$ cat config.mk
export PLATFORM = sky130hd
export DESIGN_NAME = clrid_core
export DESIGN_NICKNAME = d
export VERILOG_FILES = /design/src/clrid_pkg.sv /design/src/clrid_core.sv
export SDC_FILE = /design/constraint.sdc
export NUM_CORES = 1
export LEC_CHECK = 0
export ABC_CLOCK_PERIOD_IN_PS = 3290
export BUFFER_PORTS_ARGS = -buffer_cell sky130_fd_sc_hd__buf_4
export CORE_ASPECT_RATIO = 0.9
export CORE_MARGIN = 2
export CORE_UTILIZATION = 48
export CTS_BUF_LIST = sky130_fd_sc_hd__clkbuf_8
export CTS_CLUSTER_DIAMETER = 30
export DETAILED_ROUTE_END_ITERATION = 12
export GPL_TIMING_DRIVEN = 1
export PLACE_DENSITY_LB_ADDON = 0.08
export SLEW_MARGIN = 20
export SYNTH_ARGS = -nofsm -noshare
export SYNTH_HDL_FRONTEND = slang
export SYNTH_SLANG_ARGS = --single-unit
$ cat constraint.sdc
create_clock -name mclk -period 3.29 [get_ports mclk]
set_input_delay 0.4935 -clock mclk [delete_from_list [all_inputs] [get_ports mclk]]
set_output_delay 0.4935 -clock mclk [all_outputs]
set_load 0.02 [all_outputs]
$ cat src/clrid_pkg.sv
// Constants, types and opcodes for the logic/rotate/interrupt-mask execution block
// Behaviour
// - Register logical ops 10100/10101/10110/10111 SSS combine with accumulator in 4 cycles
// - Source 110 takes memory operand and completes in 7 cycles
// - Immediate logical ops use next byte against accumulator, 7 cycles
// - Rotates left, right, left via carry, right via carry, 4 cycles
// - Mask set takes accumulator as interrupt control word
// - Mask-set bit 4 clears high vector edge latch
// - Mask-set bit 3 enables loading the three mask bits
// - Mask-set bits 2,1,0 mask high, middle, low vectors
// - Mask read loads accumulator with interrupt status word
// - Status bits 6,5,4 show high, middle, low pending
// - Status bit 3 shows global interrupt enable
// - Status bits 2,1,0 show high, middle, low masks
// - Address/data lines hold third-state value during states four to six
// - Halt state works correctly with bus hold request asserted
// - Outputs undefined before first reset after power-up
package clrid_pkg;

   // ----------------------------------------
   // Opcodes
   // ----------------------------------------
   localparam logic [4:0] CLRID_OP_AND_REG = 5'h14;
   localparam logic [4:0] CLRID_OP_XOR_REG = 5'h15;
   localparam logic [4:0] CLRID_OP_OR_REG = 5'h16;
   localparam logic [4:0] CLRID_OP_CMP_REG = 5'h17;
   localparam logic [7:0] CLRID_OP_AND_IMM = 8'hE6;
   localparam logic [7:0] CLRID_OP_XOR_IMM = 8'hEE;
   localparam logic [7:0] CLRID_OP_OR_IMM = 8'hF6;
   localparam logic [7:0] CLRID_OP_CMP_IMM = 8'hFE;
   localparam logic [7:0] CLRID_OP_ROT_LEFT = 8'h07;
   localparam logic [7:0] CLRID_OP_ROT_RIGHT = 8'h0F;
   localparam logic [7:0] CLRID_OP_ROT_LEFT_C = 8'h17;
   localparam logic [7:0] CLRID_OP_ROT_RIGHT_C = 8'h1F;
   localparam logic [7:0] CLRID_OP_INVERT_ACC = 8'h2F;
   localparam logic [7:0] CLRID_OP_CARRY_SET = 8'h37;
   localparam logic [7:0] CLRID_OP_CARRY_INVERT = 8'h3F;
   localparam logic [7:0] CLRID_OP_DEC_ADJUST = 8'h27;
   localparam logic [7:0] CLRID_OP_INT_ENABLE = 8'hFB;
   localparam logic [7:0] CLRID_OP_INT_DISABLE = 8'hF3;
   localparam logic [7:0] CLRID_OP_NO_OP = 8'h00;
   localparam logic [7:0] CLRID_OP_MASK_READ = 8'h20;
   localparam logic [7:0] CLRID_OP_MASK_SET = 8'h30;
   localparam logic [7:0] CLRID_OP_HALT = 8'h76;

   // ----------------------------------------
   // Register select codes and word fields
   // ----------------------------------------
   localparam logic [2:0] CLRID_SEL_MEMORY = 3'h6;
   localparam logic [2:0] CLRID_SEL_ACC = 3'h7;
   localparam int CLRID_SET_LATCH_CLEAR_BIT = 4;
   localparam int CLRID_SET_MASK_WRITE_BIT = 3;
   localparam int CLRID_STAT_PEND_LSB = 4;
   localparam int CLRID_STAT_ENABLE_BIT = 3;

   // ----------------------------------------
   // Cycle counts and reset values
   // ----------------------------------------
   localparam logic [3:0] CLRID_CYC_SHORT = 4'h4;
   localparam logic [3:0] CLRID_CYC_MEM = 4'h7;
   localparam logic [3:0] CLRID_CYC_HALT = 4'h5;
   localparam logic [3:0] CLRID_BUS_HOLD_FIRST = 4'h4;
   localparam logic [3:0] CLRID_BUS_HOLD_LAST = 4'h6;
   localparam logic [7:0] CLRID_ACC_RESET = 8'h00;
   localparam logic [2:0] CLRID_MASK_RESET = 3'h7;

   // Flags: sign, zero, aux carry, parity, carry
   typedef struct packed {
      logic sign;
      logic zero;
      logic aux;
      logic parity;
      logic carry;
   } clrid_flags_type;

   typedef enum logic [3:0] {
      CLRID_FETCH = 4'b0001,
      CLRID_OPERAND = 4'b0010,
      CLRID_EXEC = 4'b0100,
      CLRID_HALTED = 4'b1000
   } clrid_state_type;

   // Fetch stream byte with its valid strobe
   typedef struct packed {
      logic valid;
      logic [7:0] data;
   } clrid_byte_type;

   typedef struct packed {
      logic [2:0] pending;
      logic [2:0] mask;
      logic high_edge;
      logic enable;
   } clrid_intr_type;

endpackage

$ cat src/clrid_core.sv
// Execution core for logical, rotate, special and control instructions
module clrid_core (
   input wire logic mclk,
   input wire logic resetn,
   input wire clrid_pkg::clrid_byte_type fetch_byte,
   input wire logic [7:0] reg_operand,
   input wire logic high_vector_request,
   input wire logic middle_vector_request,
   input wire logic low_vector_request,
   input wire logic bus_hold_request,
   output logic fetch_ready,
   output logic [2:0] reg_select,
   output logic [7:0] accumulator,
   output clrid_pkg::clrid_flags_type flags,
   output clrid_pkg::clrid_intr_type intr_state,
   output logic [7:0] ad_lines,
   output logic halted,
   output logic bus_hold_ack,
   output logic done
);
   import clrid_pkg::*;

   typedef struct packed {
      clrid_state_type state;
      logic [7:0] opcode;
      logic [3:0] cycles;
      logic [3:0] bus_state;
      logic [7:0] acc;
      clrid_flags_type fl;
      clrid_intr_type intr;
      logic [2:0] sync1;
      logic [2:0] sync2;
      logic high_prev;
      logic hold1;
      logic hold2;
      logic [7:0] ad;
      logic [7:0] arg;
      logic ready;
      logic [2:0] sel;
      logic done;
      logic hold_ack;
   } clrid_core_type;

   clrid_core_type st;
   clrid_core_type next_st;

   // ----------------------------------------
   // Helpers
   // ----------------------------------------
   function automatic clrid_flags_type logic_flags(input logic [7:0] r, input logic aux);
      clrid_flags_type f;
      f.sign = r[7];
      f.zero = (r == 8'h00);
      f.aux = aux;
      f.parity = ~^r;
      f.carry = 1'b0;
      return f;
   endfunction

   logic [8:0] diff;
   logic [7:0] operand;
   logic [7:0] result;
   logic [8:0] daa_sum;
   logic [7:0] daa_add;

   always_comb begin
      next_st = st;
      next_st.done = 1'b0;
      operand = 8'h00;
      result = 8'h00;
      diff = 9'h000;
      daa_add = 8'h00;
      daa_sum = 9'h000;
      // Pins from outside pass two flops first
      next_st.sync1 = {high_vector_request, middle_vector_request, low_vector_request};
      next_st.sync2 = st.sync1;
      next_st.hold1 = bus_hold_request;
      next_st.hold2 = st.hold1;
      next_st.high_prev = st.sync2[2];
      // Middle/low pending are level; high is an edge latch, set at the end
      next_st.intr.pending = {st.intr.high_edge, st.sync2[1:0]};
      // Bus state counter: address/data keep their third-state value afterwards;
      // it wraps before the case so a fetch in the last state restarts it
      if (st.bus_state == CLRID_BUS_HOLD_LAST) begin
         next_st.bus_state = 4'h0;
      end else if (st.bus_state != 4'h0) begin
         next_st.bus_state = st.bus_state + 4'h1;
      end
      if (st.bus_state < 4'h3) begin
         next_st.ad = st.acc;
      end
      next_st.hold_ack = 1'b0;
      case (st.state)
         CLRID_FETCH: begin
            next_st.ready = 1'b1;
            if (fetch_byte.valid && st.ready) begin
               next_st.opcode = fetch_byte.data;
               next_st.sel = fetch_byte.data[2:0];
               next_st.bus_state = 4'h1;
               next_st.ready = 1'b0;
               if (fetch_byte.data[7:5] == 3'b101 && fetch_byte.data[2:0] == CLRID_SEL_MEMORY) begin
                  next_st.cycles = CLRID_CYC_MEM;
                  next_st.state = CLRID_OPERAND;
                  next_st.ready = 1'b1;
               end else if (fetch_byte.data[7:6] == 2'b11 && fetch_byte.data[5:3] >= 3'h4
                  && fetch_byte.data[2:0] == 3'h6) begin
                  next_st.cycles = CLRID_CYC_MEM;
                  next_st.state = CLRID_OPERAND;
                  next_st.ready = 1'b1;
               end else if (fetch_byte.data == CLRID_OP_HALT) begin
                  next_st.cycles = CLRID_CYC_HALT;
                  next_st.state = CLRID_EXEC;
               end else begin
                  // One fixed count per op: no op of this group has a flag-dependent pair
                  next_st.cycles = CLRID_CYC_SHORT;
                  next_st.state = CLRID_EXEC;
               end
            end
         end
         CLRID_OPERAND: begin
            if (st.cycles != 4'h1) begin
               next_st.cycles = st.cycles - 4'h1;
            end
            if (fetch_byte.valid && st.ready) begin
               next_st.ready = 1'b0;
               next_st.opcode[2:0] = 3'h6;
               next_st.sel = CLRID_SEL_MEMORY;
               next_st.arg = fetch_byte.data; // Kept apart from the bus lines, which hold their own value
               next_st.state = CLRID_EXEC;
            end
         end
         CLRID_EXEC: begin
            next_st.cycles = st.cycles - 4'h1;
            if (st.cycles == 4'h1) begin
               // Operand: memory/immediate byte, else selected register or A
               if (st.sel == CLRID_SEL_MEMORY) begin
                  operand = st.arg;
               end else if (st.sel == CLRID_SEL_ACC) begin
                  operand = st.acc;
               end else begin
                  operand = reg_operand;
               end
               diff = {1'b0, st.acc} - {1'b0, operand};
               next_st.done = 1'b1;
               next_st.state = CLRID_FETCH;
               if (st.opcode[7:5] == 3'b101 || (st.opcode[7:5] == 3'b111 && st.opcode[2:0] == 3'h6)) begin
                  case (st.opcode[4:3])
                     2'b00: begin
                        result = st.acc & operand;
                        next_st.acc = result;
                        next_st.fl = logic_flags(result, st.acc[3] | operand[3]);
                     end
                     2'b01: begin
                        result = st.acc ^ operand;
                        next_st.acc = result;
                        next_st.fl = logic_flags(result, 1'b0);
                     end
                     2'b10: begin
                        result = st.acc | operand;
                        next_st.acc = result;
                        next_st.fl = logic_flags(result, 1'b0);
                     end
                     default: begin
                        next_st.fl = logic_flags(diff[7:0], st.acc[3:0] < operand[3:0]);
                        next_st.fl.carry = diff[8];
                     end
                  endcase
               end else begin
                  case (st.opcode)
                     CLRID_OP_ROT_LEFT: begin
                        next_st.acc = {st.acc[6:0], st.acc[7]};
                        next_st.fl.carry = st.acc[7];
                     end
                     CLRID_OP_ROT_RIGHT: begin
                        next_st.acc = {st.acc[0], st.acc[7:1]};
                        next_st.fl.carry = st.acc[0];
                     end
                     CLRID_OP_ROT_LEFT_C: begin
                        next_st.acc = {st.acc[6:0], st.fl.carry};
                        next_st.fl.carry = st.acc[7];
                     end
                     CLRID_OP_ROT_RIGHT_C: begin
                        next_st.acc = {st.fl.carry, st.acc[7:1]};
                        next_st.fl.carry = st.acc[0];
                     end
                     CLRID_OP_INVERT_ACC: next_st.acc = ~st.acc;
                     CLRID_OP_CARRY_SET: next_st.fl.carry = 1'b1;
                     CLRID_OP_CARRY_INVERT: next_st.fl.carry = ~st.fl.carry;
                     CLRID_OP_DEC_ADJUST: begin
                        daa_add[3:0] = (st.acc[3:0] > 4'h9 || st.fl.aux) ? 4'h6 : 4'h0;
                        daa_add[7:4] = (st.acc[7:4] > 4'h9 || st.fl.carry
                           || (st.acc[7:4] == 4'h9 && st.acc[3:0] > 4'h9)) ? 4'h6 : 4'h0;
                        daa_sum = {1'b0, st.acc} + {1'b0, daa_add};
                        next_st.acc = daa_sum[7:0];
                        next_st.fl = logic_flags(daa_sum[7:0], st.acc[3:0] > 4'h9);
                        next_st.fl.carry = st.fl.carry | daa_sum[8];
                     end
                     CLRID_OP_INT_ENABLE: next_st.intr.enable = 1'b1;
                     CLRID_OP_INT_DISABLE: next_st.intr.enable = 1'b0;
                     CLRID_OP_MASK_READ: begin
                        next_st.acc = {1'b0, st.intr.pending, st.intr.enable, st.intr.mask};
                     end
                     CLRID_OP_MASK_SET: begin
                        if (st.acc[CLRID_SET_MASK_WRITE_BIT]) begin
                           next_st.intr.mask = st.acc[2:0];
                        end
                        if (st.acc[CLRID_SET_LATCH_CLEAR_BIT]) begin
                           next_st.intr.high_edge = 1'b0;
                        end
                     end
                     CLRID_OP_HALT: begin
                        next_st.state = CLRID_HALTED;
                        next_st.done = 1'b0;
                     end
                     default: ;
                  endcase
               end
            end
         end
         CLRID_HALTED: begin
            // Bus hold is granted while halted and released cleanly
            next_st.hold_ack = st.hold2;
            if (st.intr.enable && |(st.intr.pending & ~st.intr.mask)) begin
               next_st.state = CLRID_FETCH;
               next_st.done = 1'b1;
            end
         end
         default: next_st.state = CLRID_FETCH;
      endcase
      // A new edge in the cycle of a clear wins, so no request is lost
      if (st.sync2[2] && !st.high_prev) begin
         next_st.intr.high_edge = 1'b1;
      end
   end

   // Outputs undefined before first reset; reset sets all state
   always_ff @(posedge mclk or negedge resetn) begin
      if (!resetn) begin
         st <= '0;
         st.state <= CLRID_FETCH;
         st.acc <= CLRID_ACC_RESET;
         st.intr.mask <= CLRID_MASK_RESET;
      end else begin
         st <= next_st;
      end
   end

   assign fetch_ready = st.ready;
   assign reg_select = st.sel;
   assign accumulator = st.acc;
   assign flags = st.fl;
   assign intr_state = st.intr;
   assign ad_lines = st.ad;
   assign halted = st.state[3];
   assign bus_hold_ack = st.hold_ack;
   assign done = st.done;

   // ----------------------------------------
   // Checks
   // ----------------------------------------
   chk_maskset_load: assert property (@(posedge mclk) disable iff (!resetn)
      st.state == CLRID_EXEC && st.cycles == 4'h1 && st.opcode == CLRID_OP_MASK_SET && !st.acc[3]
      |=> $stable(st.intr.mask)) else $error("mask changed without write enable");
   chk_maskset_value: assert property (@(posedge mclk) disable iff (!resetn)
      st.state == CLRID_EXEC && st.cycles == 4'h1 && st.opcode == CLRID_OP_MASK_SET && st.acc[3]
      |=> st.intr.mask == $past(st.acc[2:0])) else $error("mask not loaded");
   chk_edge_clear: assert property (@(posedge mclk) disable iff (!resetn)
      st.state == CLRID_EXEC && st.cycles == 4'h1 && st.opcode == CLRID_OP_MASK_SET && st.acc[4]
      && !(st.sync2[2] && !st.high_prev) |=> !st.intr.high_edge) else $error("edge latch not cleared");
   chk_status_read: assert property (@(posedge mclk) disable iff (!resetn)
      st.state == CLRID_EXEC && st.cycles == 4'h1 && st.opcode == CLRID_OP_MASK_READ
      |=> st.acc == {1'b0, $past(st.intr.pending), $past(st.intr.enable), $past(st.intr.mask)})
      else $error("status word wrong");
   chk_short_length: assert property (@(posedge mclk) disable iff (!resetn)
      st.state == CLRID_FETCH && fetch_byte.valid && st.ready && fetch_byte.data[7:3] == CLRID_OP_CMP_REG
      && fetch_byte.data[2:0] != CLRID_SEL_MEMORY |=> st.cycles == CLRID_CYC_SHORT ##4 done)
      else $error("register op not 4 cycles");
   chk_mem_length: assert property (@(posedge mclk) disable iff (!resetn)
      st.state == CLRID_FETCH && fetch_byte.valid && st.ready && fetch_byte.data[7:5] == 3'b101
      && fetch_byte.data[2:0] == CLRID_SEL_MEMORY |=> st.cycles == CLRID_CYC_MEM)
      else $error("memory op not 7 cycles");
   chk_compare_keep: assert property (@(posedge mclk) disable iff (!resetn)
      st.state == CLRID_EXEC && st.cycles == 4'h1 && st.opcode[7:3] == CLRID_OP_CMP_REG
      |=> $stable(st.acc)) else $error("compare changed accumulator");
   chk_rotate_left: assert property (@(posedge mclk) disable iff (!resetn)
      st.state == CLRID_EXEC && st.cycles == 4'h1 && st.opcode == CLRID_OP_ROT_LEFT
      |=> st.acc == {$past(st.acc[6:0]), $past(st.acc[7])} && st.fl.carry == $past(st.acc[7]))
      else $error("rotate left wrong");

   chk_rotate_right: assert property (@(posedge mclk) disable iff (!resetn)
      st.state == CLRID_EXEC && st.cycles == 4'h1 && st.opcode == CLRID_OP_ROT_RIGHT
      |=> st.acc == {$past(st.acc[0]), $past(st.acc[7:1])} && st.fl.carry == $past(st.acc[0]))
      else $error("rotate right wrong");

   chk_ad_hold: assert property (@(posedge mclk) disable iff (!resetn)
      st.bus_state >= 4'h3 && st.bus_state <= CLRID_BUS_HOLD_LAST
      |=> $stable(st.ad))
      else $error("bus lines moved in hold");

   chk_edge_set: assert property (@(posedge mclk) disable iff (!resetn)
      st.sync2[2] && !st.high_prev
      |=> st.intr.high_edge)
      else $error("high edge lost");

   chk_enable_set: assert property (@(posedge mclk) disable iff (!resetn)
      st.state == CLRID_EXEC && st.cycles == 4'h1 && st.opcode == CLRID_OP_INT_ENABLE
      |=> st.intr.enable)
      else $error("enable not set");

   chk_disable_clear: assert property (@(posedge mclk) disable iff (!resetn)
      st.state == CLRID_EXEC && st.cycles == 4'h1 && st.opcode == CLRID_OP_INT_DISABLE
      |=> !st.intr.enable)
      else $error("enable not cleared");

   chk_halt_length: assert property (@(posedge mclk) disable iff (!resetn)
      st.state == CLRID_FETCH && fetch_byte.valid && st.ready && fetch_byte.data == CLRID_OP_HALT
      |=> st.cycles == CLRID_CYC_HALT ##5 st.state == CLRID_HALTED)
      else $error("halt not 5 cycles");

   chk_imm_length: assert property (@(posedge mclk) disable iff (!resetn)
      st.state == CLRID_FETCH && fetch_byte.valid && st.ready && fetch_byte.data[7:5] == 3'b111
      && fetch_byte.data[2:0] == 3'h6 |=> st.cycles == CLRID_CYC_MEM && st.state == CLRID_OPERAND)
      else $error("immediate op not 7 cycles");

   chk_carry_set: assert property (@(posedge mclk) disable iff (!resetn)
      st.state == CLRID_EXEC && st.cycles == 4'h1 && st.opcode == CLRID_OP_CARRY_SET
      |=> st.fl.carry)
      else $error("carry not set");

   chk_invert_acc: assert property (@(posedge mclk) disable iff (!resetn)
      st.state == CLRID_EXEC && st.cycles == 4'h1 && st.opcode == CLRID_OP_INVERT_ACC
      |=> st.acc == ~$past(st.acc))
      else $error("accumulator not inverted");

   chk_hold_ack_run: assert property (@(posedge mclk) disable iff (!resetn)
      st.state != CLRID_HALTED
      |=> !st.hold_ack)
      else $error("hold granted while running");

   chk_ready_exec: assert property (@(posedge mclk) disable iff (!resetn)
      st.state == CLRID_EXEC
      |-> !st.ready)
      else $error("byte accepted during execution");

   chk_logic_flags: assert property (@(posedge mclk) disable iff (!resetn)
      st.state == CLRID_EXEC && st.cycles == 4'h1 && st.opcode[7:5] == 3'b101 && st.opcode[4:3] != 2'b11
      |=> st.fl.parity == ~^st.acc && st.fl.zero == (st.acc == 8'h00) && !st.fl.carry)
      else $error("logical flags wrong");
endmodule

==> out/results.ini <==
[placed_design]
gp_congestion=0.904
io_buffers=58
dp_slack_ns=-0.0691
place_hpwl_um=11300

[flow_run]
cap_violations=0

[detailed_routing]
vias_per_cell=5.73
finalWirelength_um=14800
drtPass1Iterations=5
route.detailed.drc=0
drt-initial-drc-count=273
route.vias.total=4497
ant_nets=0
wire_per_inst_um=18.8

[layout]
drive_gt1_share_pct=23.4
n_fill_cell=997
syn_to_final_growth_pct=13.0
nets=709
post-route-util_pct=55.8

[setup_path]
critPathRequiredTime_ns=3.53
crit_path_end_kind=flop
worstSetupPathType=flop to flop
crit_fanout=6
cp.arrival_ns=3.37
worstSetupStartpointType=flop

[grt]
antenna_found_initial=0
grt_max_degree=70
grt_pass1_vias=4465
grt.overflow.total=0
grt_util_met2_pct=38.5
grtUsageMet3_pct=5.19
grt_pass1_wl_um=23800
use_met1_pct=36.2
grt_busiest_layer=met2
groute.usage.overall_pct=25.3

[synthesis]
syn-cell-area_mm2=0.00536
synth_cell_types=66
yosysTopAreaCell=dfrtp_1
ys_seq_elements=69
synth_top_area_share_pct=30.4
syn_nets=667
ys.flop_type=dfrtp_1
synthXorXnorAreaFrac_pct=4.41
yosys.area_share.simple_pct=14.5
yosysSeqAreaShare_pct=32.3
synthAdderAreaFrac_pct=14.1
synth_area_leaders=dfrtp_1 (30%), ha_1 (13%), o21ai_0 (4.7%)
avgSynthCellArea_um2=9.16
synth_warnings=0
ys_async_sr_fraction_pct=100
synth-compound-area-share_pct=18.9
syn_inst=585
synth_mux_area_share_pct=5.26
synth_top_family_by_area=compound AO/OA/AOI/OAI gates
synth_edf_count=0

[timing]
fmax_mhz=320
slew_headroom_pct=40.8
setup_ws_ns=0.163
finClkSkew_ns=0.0159
worstMarginPinSlew_ns=0.888
final_max_slew_viol_count=0
hold_violations=0
setup_viol=0
fin_crit_ns=3.13
fin_crit_sh_pct=95.1

[cts]
cts.sinks=69
clock_latency_ns=0.36
ctsHoldBuffers=0
cts_buffer_depth=2
clk_pin_slew_ns=0.08
cts_tree=done
cts_made_buffers=9
htree_levels=3
root_buffer=clkbuf_8

[power]
power_density_mw_per_mm2=744
ir_worst_vdd_uv=389
p_leak_uw=0.00281

[floorplanning]
core_area_mm2=0.0109
dieArea_mm2=0.0120
die_w_um=115
initial_core_util_pct=49.3
die_h_um=104
rows=36
io_pins=59

[status]
status=complete, no violations

[worst_hold_path]
min_path_type=input port to asynchronous set/reset pin

-- cells by family after synthesis --
group                    count (synthesis)
AO/OA/AOI/OAI                          155
AND/OR/NAND/NOR                        141
buffers and inverters                  108
flip-flops                              69
adder cells (fa/ha/maj)                 59
XOR/XNOR                                27
multiplexers                            26
-- final timing paths --
path	end	cells after the start	startpoint	slack [ns]
max	flags[1]$_DFFE_PN0P_	15	st[60]$_DFFE_PN0P_	0.16
min	flags[4]$_DFFE_PN0P_	1	resetn	0.22
max reg2reg	flags[1]$_DFFE_PN0P_	15	st[60]$_DFFE_PN0P_	0.16
min reg2reg	intr_state[6]$_DFF_PN0_	0	next_st[37]$_DFF_PN0_	0.35
max in group asynchronous	st[60]$_DFFE_PN0P_	1	resetn	2.39
min in group mclk	next_st[27]$_DFF_PN0_	1	high_vector_request	0.24
-- through the flow --
stage          setup TNS [ns]  power (uW)  cell area (um2)  instances  hold WS (ns)
2_1_floorplan               0        3110             5360        585         0.198
3_3_place_gp                0        3720             5820        767         0.331
3_5_place_dp           -0.131        3740             5820        767         0.339
4_1_cts                     0        4380             5990        783         0.231
5_1_grt               -0.0356        4850             6050        784         0.223
6_report                    0        4500             6050        785         0.216
-- cells in the final DEF (no fill, tap or decap), types with 9 or more instances in the layout --
master,synthesis,final
nand3_1,12,12
xor2_1,12,12
ha_1,57,55
nor2_1,24,24
dfrtp_1,65,63
inv_1,55,58
o221ai_1,9,9
mux2_2,17,17
nor3_1,12,12
xnor2_1,15,14
nand2_1,43,42
buf_4,32,84
mux2i_1,9,9
clkbuf_8,0,10
a21oi_1,35,33
o21ai_0,50,45
-- layout make-up --
cell class,count,area [um2],share of cell area (%)
repair buffers,84,631,10.4
clock buffers,10,138,2.27
flip-flops and latches,69,1730,28.7
well taps,152,190,3.14
diodes,1,2.50,0.0413
multi-input cells,408,3120,51.5
inverters,55,206,3.41
clock inverters,6,32.5,0.538
-- critical path, cell delays in order (launching register included) --
cell      delay, ns
dfrtp_2        0.46
mux2i_1        0.13
o21ai_1        0.20
inv_1          0.12
ha_4           0.30
inv_1          0.09
a221oi_2       0.35
o21bai_2       0.12
a21oi_2        0.16
o21bai_1       0.09
xnor2_1        0.19
ha_1           0.29
xnor2_2        0.15
xnor2_1        0.13
a21oi_1        0.14
o21ai_0        0.09
-- sequential cells by signal, indices dropped and copies added, names as in the netlist --
name,cells
st,29
accumulator,8
ad_lines,8
intr_state,8
next_st,7
flags,5
bus_hold_ack,1
done,1
fetch_ready,1
halted,1
-- routing by layer --
| layer | vias to the layer above | wire length [um] | share of wire, % |
|---|---|---|---|
| li1 | 2134 | - | - |
| met1 | 2188 | 6950 | 47 |
| met2 | 150 | 6640 | 45 |
| met3 | 25 | 866 | 5.9 |
| met4 | 0 | 323 | 2.2 |
| met5 | - | 0 | 0 |
-- cells in the mapped netlist (all sizes together) (2+ instances only) --
cell,n
dfrtp,65
ha,57
inv,55
o21ai,52
nand2,43
buf,40
a21oi,36
nor2,26
mux2,17
nor3,15
xnor2,15
nand3,14
clkbuf,13
xor2,12
mux2i,9
o221ai,9
a221oi,8
a22o,7
and3,7
nor4b,6
o211ai,6
a21o,5
nor2b,5
a31oi,4
dfstp,4
nand4,4
o21bai,4
o22a,4
a211oi,3
a222oi,3
and2,3
nand2b,3
nor3b,3
o22ai,3
or4b,3
a22oi,2
fa,2
o31ai,2
or2,2
or4,2
-- what timing repair did --
| item | 4_1_cts | 5_1_grt |
|---|---|---|
| buffers inserted | 0 | 1 |
| pin swaps | 0 | 8 |
| gates resized for setup | 3 | 13 |
| endpoints found under the setup margin | 2 | 2 |
-- report_power, final --
group	internal [uW]	switching [uW]	total [uW]	leakage [uW]
Combinational	1130	1520	2660	0.00187
Clock	286	332	618	0.0000961
Sequential	993	234	1230	0.000845
(Power assumes the default switching activity.)
